File: src/rtl/srpi_pkg.sv
package srpi_pkg;

  // Register indices; the bus byte address is four times the index
  localparam logic [15:0] TX_CTRL_IDX = 16'h1983;
  localparam logic [15:0] RX_CTRL_IDX = 16'h1183;
  localparam logic [15:0] G1_VAL_IDX = 16'h199F;
  localparam logic [15:0] STATUS_IDX = 16'h1184;

  // Reset values and the receive control write mask
  localparam logic [7:0] TX_CTRL_RST = 8'h00;
  localparam logic [7:0] RX_CTRL_RST = 8'h00;
  localparam logic [7:0] G1_VAL_RST = 8'h00;
  localparam logic [7:0] RX_CTRL_RW_MASK = 8'h0F;

  // Field positions
  localparam int unsigned REI_SEL_LSB = 5;
  localparam int unsigned RPT_STYLE_BIT = 0;
  localparam int unsigned G1_REI_LSB = 4;

  // Remote error source selector codes
  localparam logic [1:0] SRC_AUTO = 2'h0;
  localparam logic [1:0] SRC_SOFT = 2'h1;
  localparam logic [1:0] SRC_SERIAL = 2'h2;

  // Overhead port timing, in aclk cycles and port clock periods
  localparam logic [1:0] OH_HALF_CYC = 2'h3;
  localparam logic [5:0] OH_WAIT_PERIODS = 6'h1C;
  localparam logic [5:0] OH_CAP_FIRST = OH_WAIT_PERIODS + 6'h01;
  localparam logic [5:0] OH_CAP_LAST = OH_CAP_FIRST + 6'h03;

  // AXI responses
  localparam logic [1:0] RESP_OKAY = 2'h0;
  localparam logic [1:0] RESP_SLVERR = 2'h2;

  // One byte of the outbound SPE stream
  typedef struct packed {
    logic [7:0] data;
    logic spe_start;
    logic g1;
  } srpi_byte_t;

  typedef enum logic {OH_IDLE, OH_RUN} srpi_oh_state_t;

endpackage

File: src/rtl/srpi_top.sv
// Chosen here: the AXI4-Lite interface to the registers.
module srpi_top (
  input wire logic aclk,
  input wire logic aresetn,
  input wire logic [15:0] awaddr,
  input wire logic awvalid,
  output logic awready,
  input wire logic [31:0] wdata,
  input wire logic [3:0] wstrb,
  input wire logic wvalid,
  output logic wready,
  output logic [1:0] bresp,
  output logic bvalid,
  input wire logic bready,
  input wire logic [15:0] araddr,
  input wire logic arvalid,
  output logic arready,
  output logic [31:0] rdata,
  output logic [1:0] rresp,
  output logic rvalid,
  input wire logic rready,
  input wire logic b3_done,
  input wire logic [7:0] b3_err_mask,
  input wire srpi_pkg::srpi_byte_t spe_in,
  input wire logic spe_in_valid,
  output srpi_pkg::srpi_byte_t spe_out,
  output logic spe_out_valid,
  input wire logic serial_overhead_input,
  output logic overhead_port_clock,
  output logic overhead_port_enable_out,
  output logic overhead_port_frame_out
);

  ////////////////////////////////////////////////////////////////////////
  // Register bus
  logic [7:0] tx_ctrl_q, rx_ctrl_q, g1_val_q;
  logic awready_q, wready_q, bvalid_q, arready_q, rvalid_q, latest_err_q;
  logic aw_got_q, w_got_q, wstrb0_q;
  logic [15:0] awaddr_q;
  logic [7:0] wdata_q;
  logic [1:0] bresp_q, rresp_q;
  logic [31:0] rdata_q;
  logic [3:0] latest_cnt_q, frame_rei_q, ext_rei_q, ext_shift_q;
  srpi_pkg::srpi_oh_state_t oh_state_q;
  // Address decode
  wire aw_fire = awvalid && awready_q;
  wire w_fire = wvalid && wready_q;
  wire ar_fire = arvalid && arready_q;
  wire do_wr = aw_got_q && w_got_q && !bvalid_q;
  wire [15:0] wr_idx = {2'h0, awaddr_q[15:2]};
  wire [15:0] rd_idx = {2'h0, araddr[15:2]};
  wire wr_tx = wr_idx == srpi_pkg::TX_CTRL_IDX;
  wire wr_rx = wr_idx == srpi_pkg::RX_CTRL_IDX;
  wire wr_g1 = wr_idx == srpi_pkg::G1_VAL_IDX;
  wire wr_st = wr_idx == srpi_pkg::STATUS_IDX;
  wire wr_hit = wr_tx || wr_rx || wr_g1 || wr_st;
  wire rd_tx = rd_idx == srpi_pkg::TX_CTRL_IDX;
  wire rd_rx = rd_idx == srpi_pkg::RX_CTRL_IDX;
  wire rd_g1 = rd_idx == srpi_pkg::G1_VAL_IDX;
  wire rd_st = rd_idx == srpi_pkg::STATUS_IDX;
  wire rd_hit = rd_tx || rd_rx || rd_g1 || rd_st;
  wire wr_lane = do_wr && wstrb0_q;
  wire oh_busy = oh_state_q == srpi_pkg::OH_RUN;
  wire [7:0] status_val = {2'h0, oh_busy, latest_err_q, frame_rei_q};
  wire [7:0] rd_val = rd_tx ? tx_ctrl_q :
                      rd_rx ? rx_ctrl_q :
                      rd_g1 ? g1_val_q :
                      rd_st ? status_val : 8'h00;
  // Write channel handshake and response
  always_ff @(posedge aclk) begin
    if (!aresetn) begin
      awready_q <= 1'b1;
      wready_q <= 1'b1;
      aw_got_q <= 1'b0;
      w_got_q <= 1'b0;
      awaddr_q <= 16'h0000;
      wdata_q <= 8'h00;
      wstrb0_q <= 1'b0;
      bvalid_q <= 1'b0;
      bresp_q <= srpi_pkg::RESP_OKAY;
    end else begin
      if (aw_fire) begin
        awready_q <= 1'b0;
        aw_got_q <= 1'b1;
        awaddr_q <= awaddr;
      end
      if (w_fire) begin
        wready_q <= 1'b0;
        w_got_q <= 1'b1;
        wdata_q <= wdata[7:0];
        wstrb0_q <= wstrb[0];
      end
      if (do_wr) begin
        aw_got_q <= 1'b0;
        w_got_q <= 1'b0;
        bvalid_q <= 1'b1;
        bresp_q <= wr_hit ? srpi_pkg::RESP_OKAY : srpi_pkg::RESP_SLVERR;
      end
      if (bvalid_q && bready) begin
        bvalid_q <= 1'b0;
        awready_q <= 1'b1;
        wready_q <= 1'b1;
      end
    end
  end
  // Read channel, one cycle after the address is taken
  always_ff @(posedge aclk) begin
    if (!aresetn) begin
      arready_q <= 1'b1;
      rvalid_q <= 1'b0;
      rdata_q <= 32'h0000_0000;
      rresp_q <= srpi_pkg::RESP_OKAY;
    end else if (ar_fire) begin
      arready_q <= 1'b0;
      rvalid_q <= 1'b1;
      rdata_q <= {24'h00_0000, rd_val};
      rresp_q <= rd_hit ? srpi_pkg::RESP_OKAY : srpi_pkg::RESP_SLVERR;
    end else if (rvalid_q && rready) begin
      rvalid_q <= 1'b0;
      arready_q <= 1'b1;
    end
  end
  // Control registers; upper receive nibble never stored
  always_ff @(posedge aclk) begin
    if (!aresetn) begin
      tx_ctrl_q <= srpi_pkg::TX_CTRL_RST;
      rx_ctrl_q <= srpi_pkg::RX_CTRL_RST;
      g1_val_q <= srpi_pkg::G1_VAL_RST;
    end else begin
      if (wr_lane && wr_tx) tx_ctrl_q <= wdata_q;
      if (wr_lane && wr_rx) begin
        rx_ctrl_q <= wdata_q & srpi_pkg::RX_CTRL_RW_MASK;
      end
      if (wr_lane && wr_g1) g1_val_q <= wdata_q;
    end
  end
  ////////////////////////////////////////////////////////////////////////
  // Receive parity result
  // Count of erred B3 bits
  logic [3:0] psum [0:8];
  assign psum[0] = 4'h0;
  for (genvar i = 0; i < 8; i++) begin : g_pop
    assign psum[i+1] = psum[i] + {3'h0, b3_err_mask[i]};
  end
  // Latest receive-side parity result
  always_ff @(posedge aclk) begin
    if (!aresetn) begin
      latest_cnt_q <= 4'h0;
      latest_err_q <= 1'b0;
    end else if (b3_done) begin
      latest_cnt_q <= psum[8];
      latest_err_q <= |b3_err_mask;
    end
  end
  ////////////////////////////////////////////////////////////////////////
  // Serial overhead port
  logic [1:0] div_q;
  logic oh_clk_q, oh_en_q, start_req_q, sin_s1_q, sin_s2_q;
  logic [5:0] per_q;
  // Port clock divider; rise marks the device sampling edge
  wire oh_tick = div_q == srpi_pkg::OH_HALF_CYC;
  wire oh_rise = oh_tick && !oh_clk_q;
  wire oh_cap = oh_busy && per_q >= srpi_pkg::OH_CAP_FIRST &&
                per_q <= srpi_pkg::OH_CAP_LAST;
  wire spe_go = spe_in_valid && spe_in.spe_start;
  // Port clock toggle and pin synchroniser
  always_ff @(posedge aclk) begin
    if (!aresetn) begin
      div_q <= 2'h0;
      oh_clk_q <= 1'b0;
      sin_s1_q <= 1'b0;
      sin_s2_q <= 1'b0;
    end else begin
      div_q <= oh_tick ? 2'h0 : div_q + 2'h1;
      if (oh_tick) oh_clk_q <= !oh_clk_q;
      sin_s1_q <= serial_overhead_input;
      sin_s2_q <= sin_s1_q;
    end
  end
  // Frame pulse, wait, then four bits latched on rising edges
  always_ff @(posedge aclk) begin
    if (!aresetn) begin
      oh_state_q <= srpi_pkg::OH_IDLE;
      start_req_q <= 1'b0;
      oh_en_q <= 1'b0;
      per_q <= 6'h00;
      ext_shift_q <= 4'h0;
      ext_rei_q <= 4'h0;
    end else begin
      if (spe_go) start_req_q <= 1'b1;
      if (oh_rise) begin
        oh_en_q <= 1'b0;
        per_q <= per_q + 6'h01;
        if (oh_cap) ext_shift_q <= {ext_shift_q[2:0], sin_s2_q};
        if (oh_busy && per_q == srpi_pkg::OH_CAP_LAST) begin
          ext_rei_q <= {ext_shift_q[2:0], sin_s2_q};
          oh_state_q <= srpi_pkg::OH_IDLE;
        end
        if (start_req_q && !spe_go) begin
          start_req_q <= 1'b0;
          oh_state_q <= srpi_pkg::OH_RUN;
          oh_en_q <= 1'b1;
          per_q <= 6'h00;
        end
      end
    end
  end
  ////////////////////////////////////////////////////////////////////////
  // REI-P selection and G1 insertion
  wire [1:0] rei_sel = tx_ctrl_q[srpi_pkg::REI_SEL_LSB +: 2];
  wire style_flag = rx_ctrl_q[srpi_pkg::RPT_STYLE_BIT];
  wire [3:0] auto_val = style_flag ? {3'h0, latest_err_q} : latest_cnt_q;
  wire [3:0] soft_val = g1_val_q[srpi_pkg::G1_REI_LSB +: 4];
  wire [3:0] rei_pick = rei_sel == srpi_pkg::SRC_SOFT ? soft_val :
                        rei_sel == srpi_pkg::SRC_SERIAL ? ext_rei_q :
                        auto_val;
  wire [3:0] rei_now = spe_go ? rei_pick : frame_rei_q;
  wire [7:0] g1_byte = {rei_now, spe_in.data[3:0]};
  // Per-SPE sample and registered output byte
  always_ff @(posedge aclk) begin
    if (!aresetn) begin
      frame_rei_q <= 4'h0;
      spe_out <= '0;
      spe_out_valid <= 1'b0;
    end else begin
      if (spe_go) frame_rei_q <= rei_pick;
      spe_out_valid <= spe_in_valid;
      spe_out <= spe_in;
      if (spe_in_valid && spe_in.g1) spe_out.data <= g1_byte;
    end
  end
  // Ports straight from their flops
  assign awready = awready_q;
  assign wready = wready_q;
  assign bvalid = bvalid_q;
  assign bresp = bresp_q;
  assign arready = arready_q;
  assign rvalid = rvalid_q;
  assign rdata = rdata_q;
  assign rresp = rresp_q;
  assign overhead_port_clock = oh_clk_q;
  assign overhead_port_enable_out = oh_en_q;
  assign overhead_port_frame_out = oh_en_q;
endmodule

File: config.mk
export PLATFORM = sky130hd
export DESIGN_NAME = srpi_top
export DESIGN_NICKNAME = d
export VERILOG_FILES = /design/src/rtl/srpi_pkg.sv /design/src/rtl/srpi_top.sv
export SDC_FILE = /design/constraint.sdc
export NUM_CORES = 1
export LEC_CHECK = 0
export BUFFER_PORTS_ARGS = -buffer_cell sky130_fd_sc_hd__buf_2
export CAP_MARGIN = 20
export CORE_MARGIN = 2
export CORE_UTILIZATION = 54
export CTS_CLUSTER_SIZE = 12
export DETAILED_ROUTE_END_ITERATION = 6
export PLACE_DENSITY_LB_ADDON = 0.25
export SETUP_SLACK_MARGIN = 0.05
export SYNTH_ARGS = -nofsm -noshare
export SYNTH_HDL_FRONTEND = slang
export SYNTH_SLANG_ARGS = --single-unit
File: constraint.sdc
create_clock -name aclk -period 4.7 [get_ports aclk]
set_input_delay 0.47 -clock aclk [delete_from_list [all_inputs] [get_ports aclk]]
set_output_delay 0.47 -clock aclk [all_outputs]
set_load 0.02 [all_outputs]
==> results of run 1 <==
flip-flops by register name, indices dropped and copies added (netlist names), 4 cells and up:
signal / flops
ext_rei_q: 4
g1_val_q: 8
latest_cnt_q: 4
frame_rei_q: 4
awaddr_q: 14
rx_ctrl_q: 4
per_q: 6
spe_out: 10
tx_ctrl_q: 8
wdata_q: 8
rdata: 8
worst max path at each step:
stage                    from  slack (ns)              end
4_1_cts        b3_err_mask[0]        1.88  latest_cnt_q[2]
3_5_place_dp   b3_err_mask[0]        1.50  latest_cnt_q[2]
5_1_grt        b3_err_mask[0]        1.78  latest_cnt_q[2]
6_report       b3_err_mask[0]        1.88  latest_cnt_q[2]
3_3_place_gp   b3_err_mask[0]        1.57  latest_cnt_q[2]
2_1_floorplan  b3_err_mask[0]        1.76  latest_cnt_q[2]
area by class of cell:
cell class              count  area (µm²)  area share [%]
inverters                  20        75.1            1.46
multi-input cells         375        2240            43.7
well taps                 105         131            2.56
clock buffers              10         138            2.68
flip-flops and latches    101        2020            39.4
repair buffers             95         480            9.35
clock inverters             6        46.3           0.901
through the flow:
| step | power [mW] | cells | util [%] | setup WS (ns) |
|---|---|---|---|---|
| after floorplan | 1.10 | 546 | - | 1.76 |
| after global placement | 1.15 | 696 | 60.6 | 1.57 |
| after detailed placement | 1.16 | 696 | 60.6 | 1.50 |
| after CTS | 1.67 | 712 | 62.8 | 1.88 |
| after global routing | 1.73 | 712 | 62.8 | 1.78 |
| final | 1.65 | 712 | 62.8 | 1.88 |
routing by layer:
| metal | GRT usage, % | vias to the layer above |
|---|---|---|
| met3 | 5.25 | 13 |
| met2 | 34.0 | 122 |
| li1 | - | 1913 |
| met1 | 27.5 | 1747 |
| met5 | 0 | - |
| met4 | 6.90 | 0 |
synth_stat cells (all sizes together) (7+ instances only):
library cell / instances
dfxtp: 101
nand2: 94
a21oi: 53
mux2i: 30
buf: 29
nor2: 27
clkbuf: 21
inv: 19
o21ai: 17
and2: 14
nand4: 12
nand3: 10
nor3: 10
ha: 9
nand2b: 7
logic make-up (layout without fill, tap and decap cells):
family / after synthesis / after routing / synth area share [%]
simple gates: 205 / 205 / 23.0
xor+xnor: 5 / 5 / 0.964
compound gates: 96 / 96 / 12.5
fa+ha+maj: 13 / 13 / 4.24
mux: 30 / 30 / 6.61
other cells: 1 / 26 / 0.0826
buf+inv: 70 / 131 / 8.13
flops: 101 / 101 / 44.5
report_power, final:
part           internal [mW]  switching, mW  total (mW)
combinational         0.0837          0.139       0.223
clock                  0.212          0.298       0.509
sequential             0.893         0.0232       0.917
total                   1.19          0.460        1.65
==> flow_summary.ini, run 1 <==
[sta]
finalHoldViolations = 0
rsz0062_at_grt = false
clock_skew_ns = 0.0108
relSlewSlack_pct = 38.7
tns_ns = 0
period_minus_slack_ns = 2.82
tightest_slew_ns = 0.907
fmax_ghz = 0.354
drv_slew = 0
fin_crit_sh_pct = 60.0
hold_ws_ns = 0.306
setup_viol = 0

[clock_tree]
clockBufferDepth = 2
clock-sinks = 101
cts_tree = done
cts_hold_buf = 0
cts_root_buf = clkbuf_8
cts_resized = 0
path_clk_slew_ns = 0.10
cts-buffers-inserted = 9
cts_max_level = 3
cts_setup_buffers = 0
clk_latency_ns = 0.36

[place]
place_area_um2 = 4950
hpwl_um = 7010
gp_routability_congestion = 0.822
portBuffers = 93

[synthesis]
avgSynthCellArea_um2 = 8.72
synth_seq_cells = 101
ys_warn_count = 0
synthCells = 521
ys_types = 47
synth_edf_count = 0
netlist.area_leader.share_pct = 44.5
synth_seq_area_share_pct = 44.5
ys_async_sr_fraction_pct = 0
syn_area_um2 = 4540
synth_top_cells_by_area = dfxtp_1 (45%), nand2_1 (7.8%), mux2i_1 (6.6%)
synth.largest_area_cell = dfxtp_1
ys.flop_type = dfxtp_1

[worst_setup_path]
path_depth = 12
cp_slowest_cell = fa_1
max_stage_delay_ns = 0.54
critPathBufInv = 4
cp.arrival_ns = 3.06
crit_path_frequent_cell = fa_1
start_kind = primary input
r2r_end = tx_ctrl_q[1]
path_cells = buf_2, fa_1, inv_1, fa_1, fa_1, inv_1, ha_1, inv_1, fa_1, xnor2_1, mux2i_1, nor2_1
critPathKind = primary input to flop
rr_worst_depth = 4
reg2reg_from = awaddr_q[7]
end_kind = flop
r2r_slack_ns = 2.68
cp_top_family = adder cells
cp.required_ns = 4.94
path_max_fanout = 2

[flow_run]
max_cap_violations = 0

[floorplanning]
start_util_pct = 55.6
ios = 151
dieWidth_um = 95.7
die_h_um = 95.7
die-area_um2 = 9160
core_um2 = 8180
row_count = 33

[hold_path]
holdPathEnd = awready
hold_start = awvalid
min_path_cells = 2
min-delay-path-class = primary input to flop

[route]
wl_met2_um = 4380
ant_nets = 0
drt-pass1-iter-count = 4
drc = 0
highest_layer = met4
wl_met1_um = 4320
routed-wl-met3_um = 627
finalWirelength_um = 9440
via_per_inst = 5.33
wl_per_cell_um = 13.3
drt_iter0_drc = 192
via_count = 3795

[final_layout]
syn2layout_area_growth_pct = 13.1
final_common_cell = dfxtp_1
final_nets = 711
finalInstanceArea_um2 = 5140
n_antenna_cell = 0
final_cell_mix = dfxtp_1 (101), nand2_1 (94), buf_2 (93)
drive_gt1_share_pct = 19.3
fill_cells = 718

[power_and_ir_drop]
vdd_drop_max_uv = 208
cellLeakagePower_nw = 2.21
power-per-cell-area_nw_per_um2 = 321

[global_route]
antenna_found_initial = 0
grt_pass1_wl_um = 15100
grt_usage_pct = 21.0
overflow = 0
grt_pass1_vias = 3363
grt_max_degree = 72

[outcome]
status = finished clean
Note: power is estimated with default switching activity, not from simulation.
==> run 2, diff against run 1 <==
--- a/config.mk
+++ b/config.mk
@@ -8,7 +8,7 @@
 export BUFFER_PORTS_ARGS = -buffer_cell sky130_fd_sc_hd__buf_2
 export CAP_MARGIN = 20
 export CORE_MARGIN = 2
-export CORE_UTILIZATION = 54
+export CORE_UTILIZATION = 46
 export CTS_CLUSTER_SIZE = 12
 export DETAILED_ROUTE_END_ITERATION = 6
 export PLACE_DENSITY_LB_ADDON = 0.25
==> constraint.sdc (replaced) <==
create_clock -name aclk -period 2.56 [get_ports aclk]
set_input_delay 0.256 -clock aclk [delete_from_list [all_inputs] [get_ports aclk]]
set_output_delay 0.256 -clock aclk [all_outputs]
set_load 0.02 [all_outputs]
==> flow_summary.ini, run 2 (synthesized netlist as in run 1, its figures left out) <==
[worst_setup_path]
path_depth = 12
end_kind = flop
start_kind = primary input
critPathBufInv = 4
crit_path_frequent_cell = fa_1
max_stage_delay_ns = 0.54
path_cells = buf_6, fa_1, inv_2, fa_1, fa_1, inv_1, ha_2, inv_2, fa_2, xnor2_1, mux2i_1, nor2_1
r2r_end = tx_ctrl_q[6]
critPathKind = primary input to flop
reg2reg_from = awaddr_q[7]
cp.required_ns = 2.81
path_max_fanout = 2
cp.arrival_ns = 2.75
cp_top_family = adder cells
rr_worst_depth = 4
r2r_slack_ns = 0.49
cp_slowest_cell = fa_1

[floorplanning]
dieWidth_um = 103
start_util_pct = 46.9
die-area_um2 = 10700
die_h_um = 103
ios = 151
row_count = 36
core_um2 = 9680

[final_layout]
multi_input_area_um2 = 2250
fin_util_pct = 53.9
seq_area_um2 = 2020
finalInstanceArea_um2 = 5220
n_antenna_cell = 0
final_cell_mix = dfxtp_1 (101), nand2_1 (94), buf_2 (92)
reg_top3 = awaddr_q x14, spe_out x10
final_nets = 715
fill_cells = 933
final_cells = 744
syn2layout_area_growth_pct = 15.0
drive_gt1_share_pct = 20.5
final_common_cell = dfxtp_1
regMostFlops = awaddr_q
largest_register_ffs = 14

[hold_path]
min_path_cells = 2
hold_start = awvalid
min-delay-path-class = primary input to flop
holdPathEnd = awready

[place]
pre_cts_slack_ns = -0.334
portBuffers = 93
gp_routability_congestion = 0.820
dp_cells = 727
hpwl_um = 7250
place_area_um2 = 5020

[global_route]
antenna_found_initial = 0
grt_max_degree = 36
grt_pass1_wl_um = 15600
grt_pass1_vias = 3388
grt_usage_pct = 18.6
overflow = 0

[clock_tree]
cts_tree = done
clock-sinks = 101
clockBufferDepth = 2
cts_max_level = 3
cts-buffers-inserted = 9
cts_hold_buf = 0
clk_latency_ns = 0.36
cts_root_buf = clkbuf_8
path_clk_slew_ns = 0.10

[route]
wl_per_cell_um = 12.8
drt-pass1-iter-count = 5
drt_iter0_drc = 133
via_per_inst = 5.00
finalWirelength_um = 9540
drc = 0
via_count = 3718
ant_nets = 0

[flow_run]
max_cap_violations = 0

[outcome]
status = finished clean

[sta]
tightest_slew_ns = 0.660
setup_viol = 0
finalHoldViolations = 0
setup_ws_ns = 0.0653
rsz0062_at_grt = true
tns_ns = 0
fmax_ghz = 0.401
hold_ws_ns = 0.0875
period_minus_slack_ns = 2.49
relSlewSlack_pct = 55.4
drv_slew = 0
fin_crit_sh_pct = 97.4
clock_skew_ns = 0.00776

[power_and_ir_drop]
fin_total_pwr_mw = 3.07
cellLeakagePower_nw = 2.23
vdd_drop_max_uv = 304
power-per-cell-area_nw_per_um2 = 587
run 2: what timing repair did:
action,CTS,global route
buffers inserted,0,1
gates resized for setup,0,3
endpoints found under the setup margin,0,2
run 2: worst max path at each step:
| stage | to | slack [ns] | startpoint |
|---|---|---|---|
| floorplan | latest_cnt_q[2] | -0.14 | b3_err_mask[0] |
| global placement | latest_cnt_q[2] | -0.30 | b3_err_mask[0] |
| detailed placement | latest_cnt_q[2] | -0.33 | b3_err_mask[0] |
| CTS | latest_cnt_q[2] | 0.06 | b3_err_mask[0] |
| global route | latest_cnt_q[2] | -0.005 | b3_err_mask[0] |
| finish | latest_cnt_q[2] | 0.07 | b3_err_mask[0] |
run 2: where the power goes:
group / leakage, nW / internal, mW / switching [mW]
sequential: 0.826 / 1.64 / 0.0434
combinational: 1.31 / 0.168 / 0.263
clock: 0.0969 / 0.413 / 0.539
total: 2.23 / 2.22 / 0.845
run 2: layout make-up:
| type | count | share of cell area, % |
|---|---|---|
| Multi-Input combinational cell | 375 | 43.2 |
| Sequential cell | 101 | 38.7 |
| Timing Repair Buffer | 99 | 9.90 |
| Tap cell | 133 | 3.19 |
| Clock buffer | 12 | 2.97 |
| Inverter | 20 | 1.44 |
| Clock inverter | 4 | 0.599 |
run 2: layer usage:
metal	up-vias	track usage, %	routed length (µm)
li1	1920	-	-
met1	1689	24.2	4360
met2	98	30.1	4580
met3	11	4.44	470
met4	0	6.68	119
met5	-	0	0
run 2: worst reg2reg max path: cells and delay by family, from the launching register on:
kind	cells	cell delay, ns
DFF	1	0.32
muxes	1	0.25
and+or+nand+nor	3	1.42
==> run 3, diff against run 2 <==
--- a/config.mk
+++ b/config.mk
@@ -8,7 +8,7 @@
 export BUFFER_PORTS_ARGS = -buffer_cell sky130_fd_sc_hd__buf_2
 export CAP_MARGIN = 20
 export CORE_MARGIN = 2
-export CORE_UTILIZATION = 46
+export CORE_UTILIZATION = 50
 export CTS_CLUSTER_SIZE = 12
 export DETAILED_ROUTE_END_ITERATION = 6
 export PLACE_DENSITY_LB_ADDON = 0.25
==> constraint.sdc (replaced) <==
create_clock -name aclk -period 2.62 [get_ports aclk]
set_input_delay 0.262 -clock aclk [delete_from_list [all_inputs] [get_ports aclk]]
set_output_delay 0.262 -clock aclk [all_outputs]
set_load 0.02 [all_outputs]
==> flow_summary.ini, run 3 (synthesized netlist as in run 1, its figures left out) <==
[clock_tree]
cts_setup_buffers = 0
cts-buffers-inserted = 9
path_clk_slew_ns = 0.10
clk_latency_ns = 0.36
cts_resized = 0
clock-sinks = 101
cts_tree = done
cts_max_level = 3
cts_hold_buf = 0
cts_root_buf = clkbuf_8
clockBufferDepth = 2

[power_and_ir_drop]
p_int_mw = 2.12
seq_power_share_pct = 55.4
p_sw_share_pct = 28.5
vdd_drop_max_uv = 339
clkPwrFrac_pct = 30.3
pwr-share-comb_pct = 14.3
power-per-cell-area_nw_per_um2 = 573
fin_total_pwr_mw = 2.97
cellLeakagePower_nw = 2.23
p_sw_mw = 0.845

[route]
drt_iter0_drc = 138
ant_nets = 0
wl_per_cell_um = 13.6
finalWirelength_um = 9790
drt-pass1-iter-count = 5
drc = 0
via_per_inst = 5.24
via_count = 3754

[place]
hpwl_um = 7340
place_area_um2 = 4990
gp_routability_congestion = 0.807
pre_cts_slack_ns = -0.332
portBuffers = 93

[sta]
rsz0062_at_grt = true
hold_ws_ns = 0.0931
setup_viol = 0
drv_slew = 0
finalHoldViolations = 0
period_minus_slack_ns = 2.58
fmax_ghz = 0.388
clock_skew_ns = 0.0136
relSlewSlack_pct = 56.2
setup_ws_ns = 0.0428
tightest_slew_ns = 0.649
fin_crit_sh_pct = 98.4

[floorplanning]
die-area_um2 = 9860
core_um2 = 8760
die_h_um = 99.3
ios = 151
dieWidth_um = 99.3
start_util_pct = 51.8
row_count = 34

[final_layout]
final_cell_mix = dfxtp_1 (101), nand2_1 (94), buf_2 (92)
drive_gt1_share_pct = 20.0
regMostFlops = awaddr_q
final_nets = 713
seq_area_um2 = 2020
n_antenna_cell = 0
largest_register_ffs = 14
multi_input_area_um2 = 2250
fill_cells = 788
finalInstanceArea_um2 = 5180
final_common_cell = dfxtp_1
syn2layout_area_growth_pct = 14.0
fin_util_pct = 59.1
reg_top3 = awaddr_q x14, spe_out x10

[worst_setup_path]
start_kind = primary input
critical_path.endpoint = latest_cnt_q[2]
end_kind = flop
critPathKind = primary input to flop
reg2reg_from = awaddr_q[7]
cp.required_ns = 2.86
rr_worst_depth = 4
setup.worst_path.start = b3_err_mask[3]
r2r_end = tx_ctrl_q[3]
path_max_fanout = 2
r2r_slack_ns = 0.55
cp.arrival_ns = 2.81

[global_route]
grt_pass1_vias = 3600
overflow = 0
grt_pass1_wl_um = 16600
grt_max_degree = 43
grt_usage_pct = 20.5
antenna_found_initial = 0

[hold_path]
min-delay-path-class = primary input to flop

[outcome]
status = finished clean

[flow_run]
max_cap_violations = 0
## run 3: changes by cell type in the layout (fill, tap and decap cells not counted)
cell / previous run / this run
buf_4: 6 / 3
clkbuf_8: 11 / 9
buf_12: 0 / 1
clkinv_2: 1 / 2
inv_1: 17 / 18
inv_2: 2 / 1
inv_8: 0 / 1
## run 3: how the worst min path moves through the flow
stage	depth (start not counted)	start	slack [ns]	to
after global placement	1	div_q[0]	0.41	div_q[0]
final	2	wvalid	0.09	wready
after CTS	2	wvalid	0.08	wready
after global routing	2	wvalid	0.08	wready
after detailed placement	1	sin_s1_q	0.42	sin_s2_q
after floorplan	1	awvalid	0.36	awready
## run 3: worst max-delay path, cell delays in order
cell     delay [ns]
buf_6          0.10
fa_1           0.55
inv_1          0.05
fa_1           0.49
fa_1           0.41
inv_1          0.07
ha_2           0.17
inv_2          0.04
fa_2           0.34
xnor2_1        0.14
mux2i_1        0.14
nor2_1         0.05
## run 3: area by class of cell
class                      instances  share of cell area (%)
clock inverter                     6                   0.919
tap                              108                    2.61
timing repair buffer              97                    9.93
sequential                       101                    39.1
inverter                          20                    1.45
clock buffer                      10                    2.47
multi-input combinational        375                    43.6
## run 3: per-stage QoR
stage / instances / TNS (ns)
CTS: 717 / 0
global placement: 701 / -0.488
finish: 717 / 0
detailed placement: 701 / -0.612
floorplan: 546 / -0.152
global route: 717 / -0.0752
## run 3: power by group through the flow
stage / combinational, mW / clock (mW) / sequential [mW]
floorplan: 0.289 / 0 / 1.70
global placement: 0.403 / 0 / 1.68
detailed placement: 0.423 / 0 / 1.68
CTS: 0.424 / 0.930 / 1.64
global route: 0.477 / 0.980 / 1.65
finish: 0.423 / 0.899 / 1.64
## run 3: routing by layer
layer	wire, µm	global-route usage [%]	up-vias
met4	196	6.43	0
met5	0	0	-
met1	4490	26.6	1715
met2	4570	33.7	109
met3	535	5.34	17
li1	-	-	1913
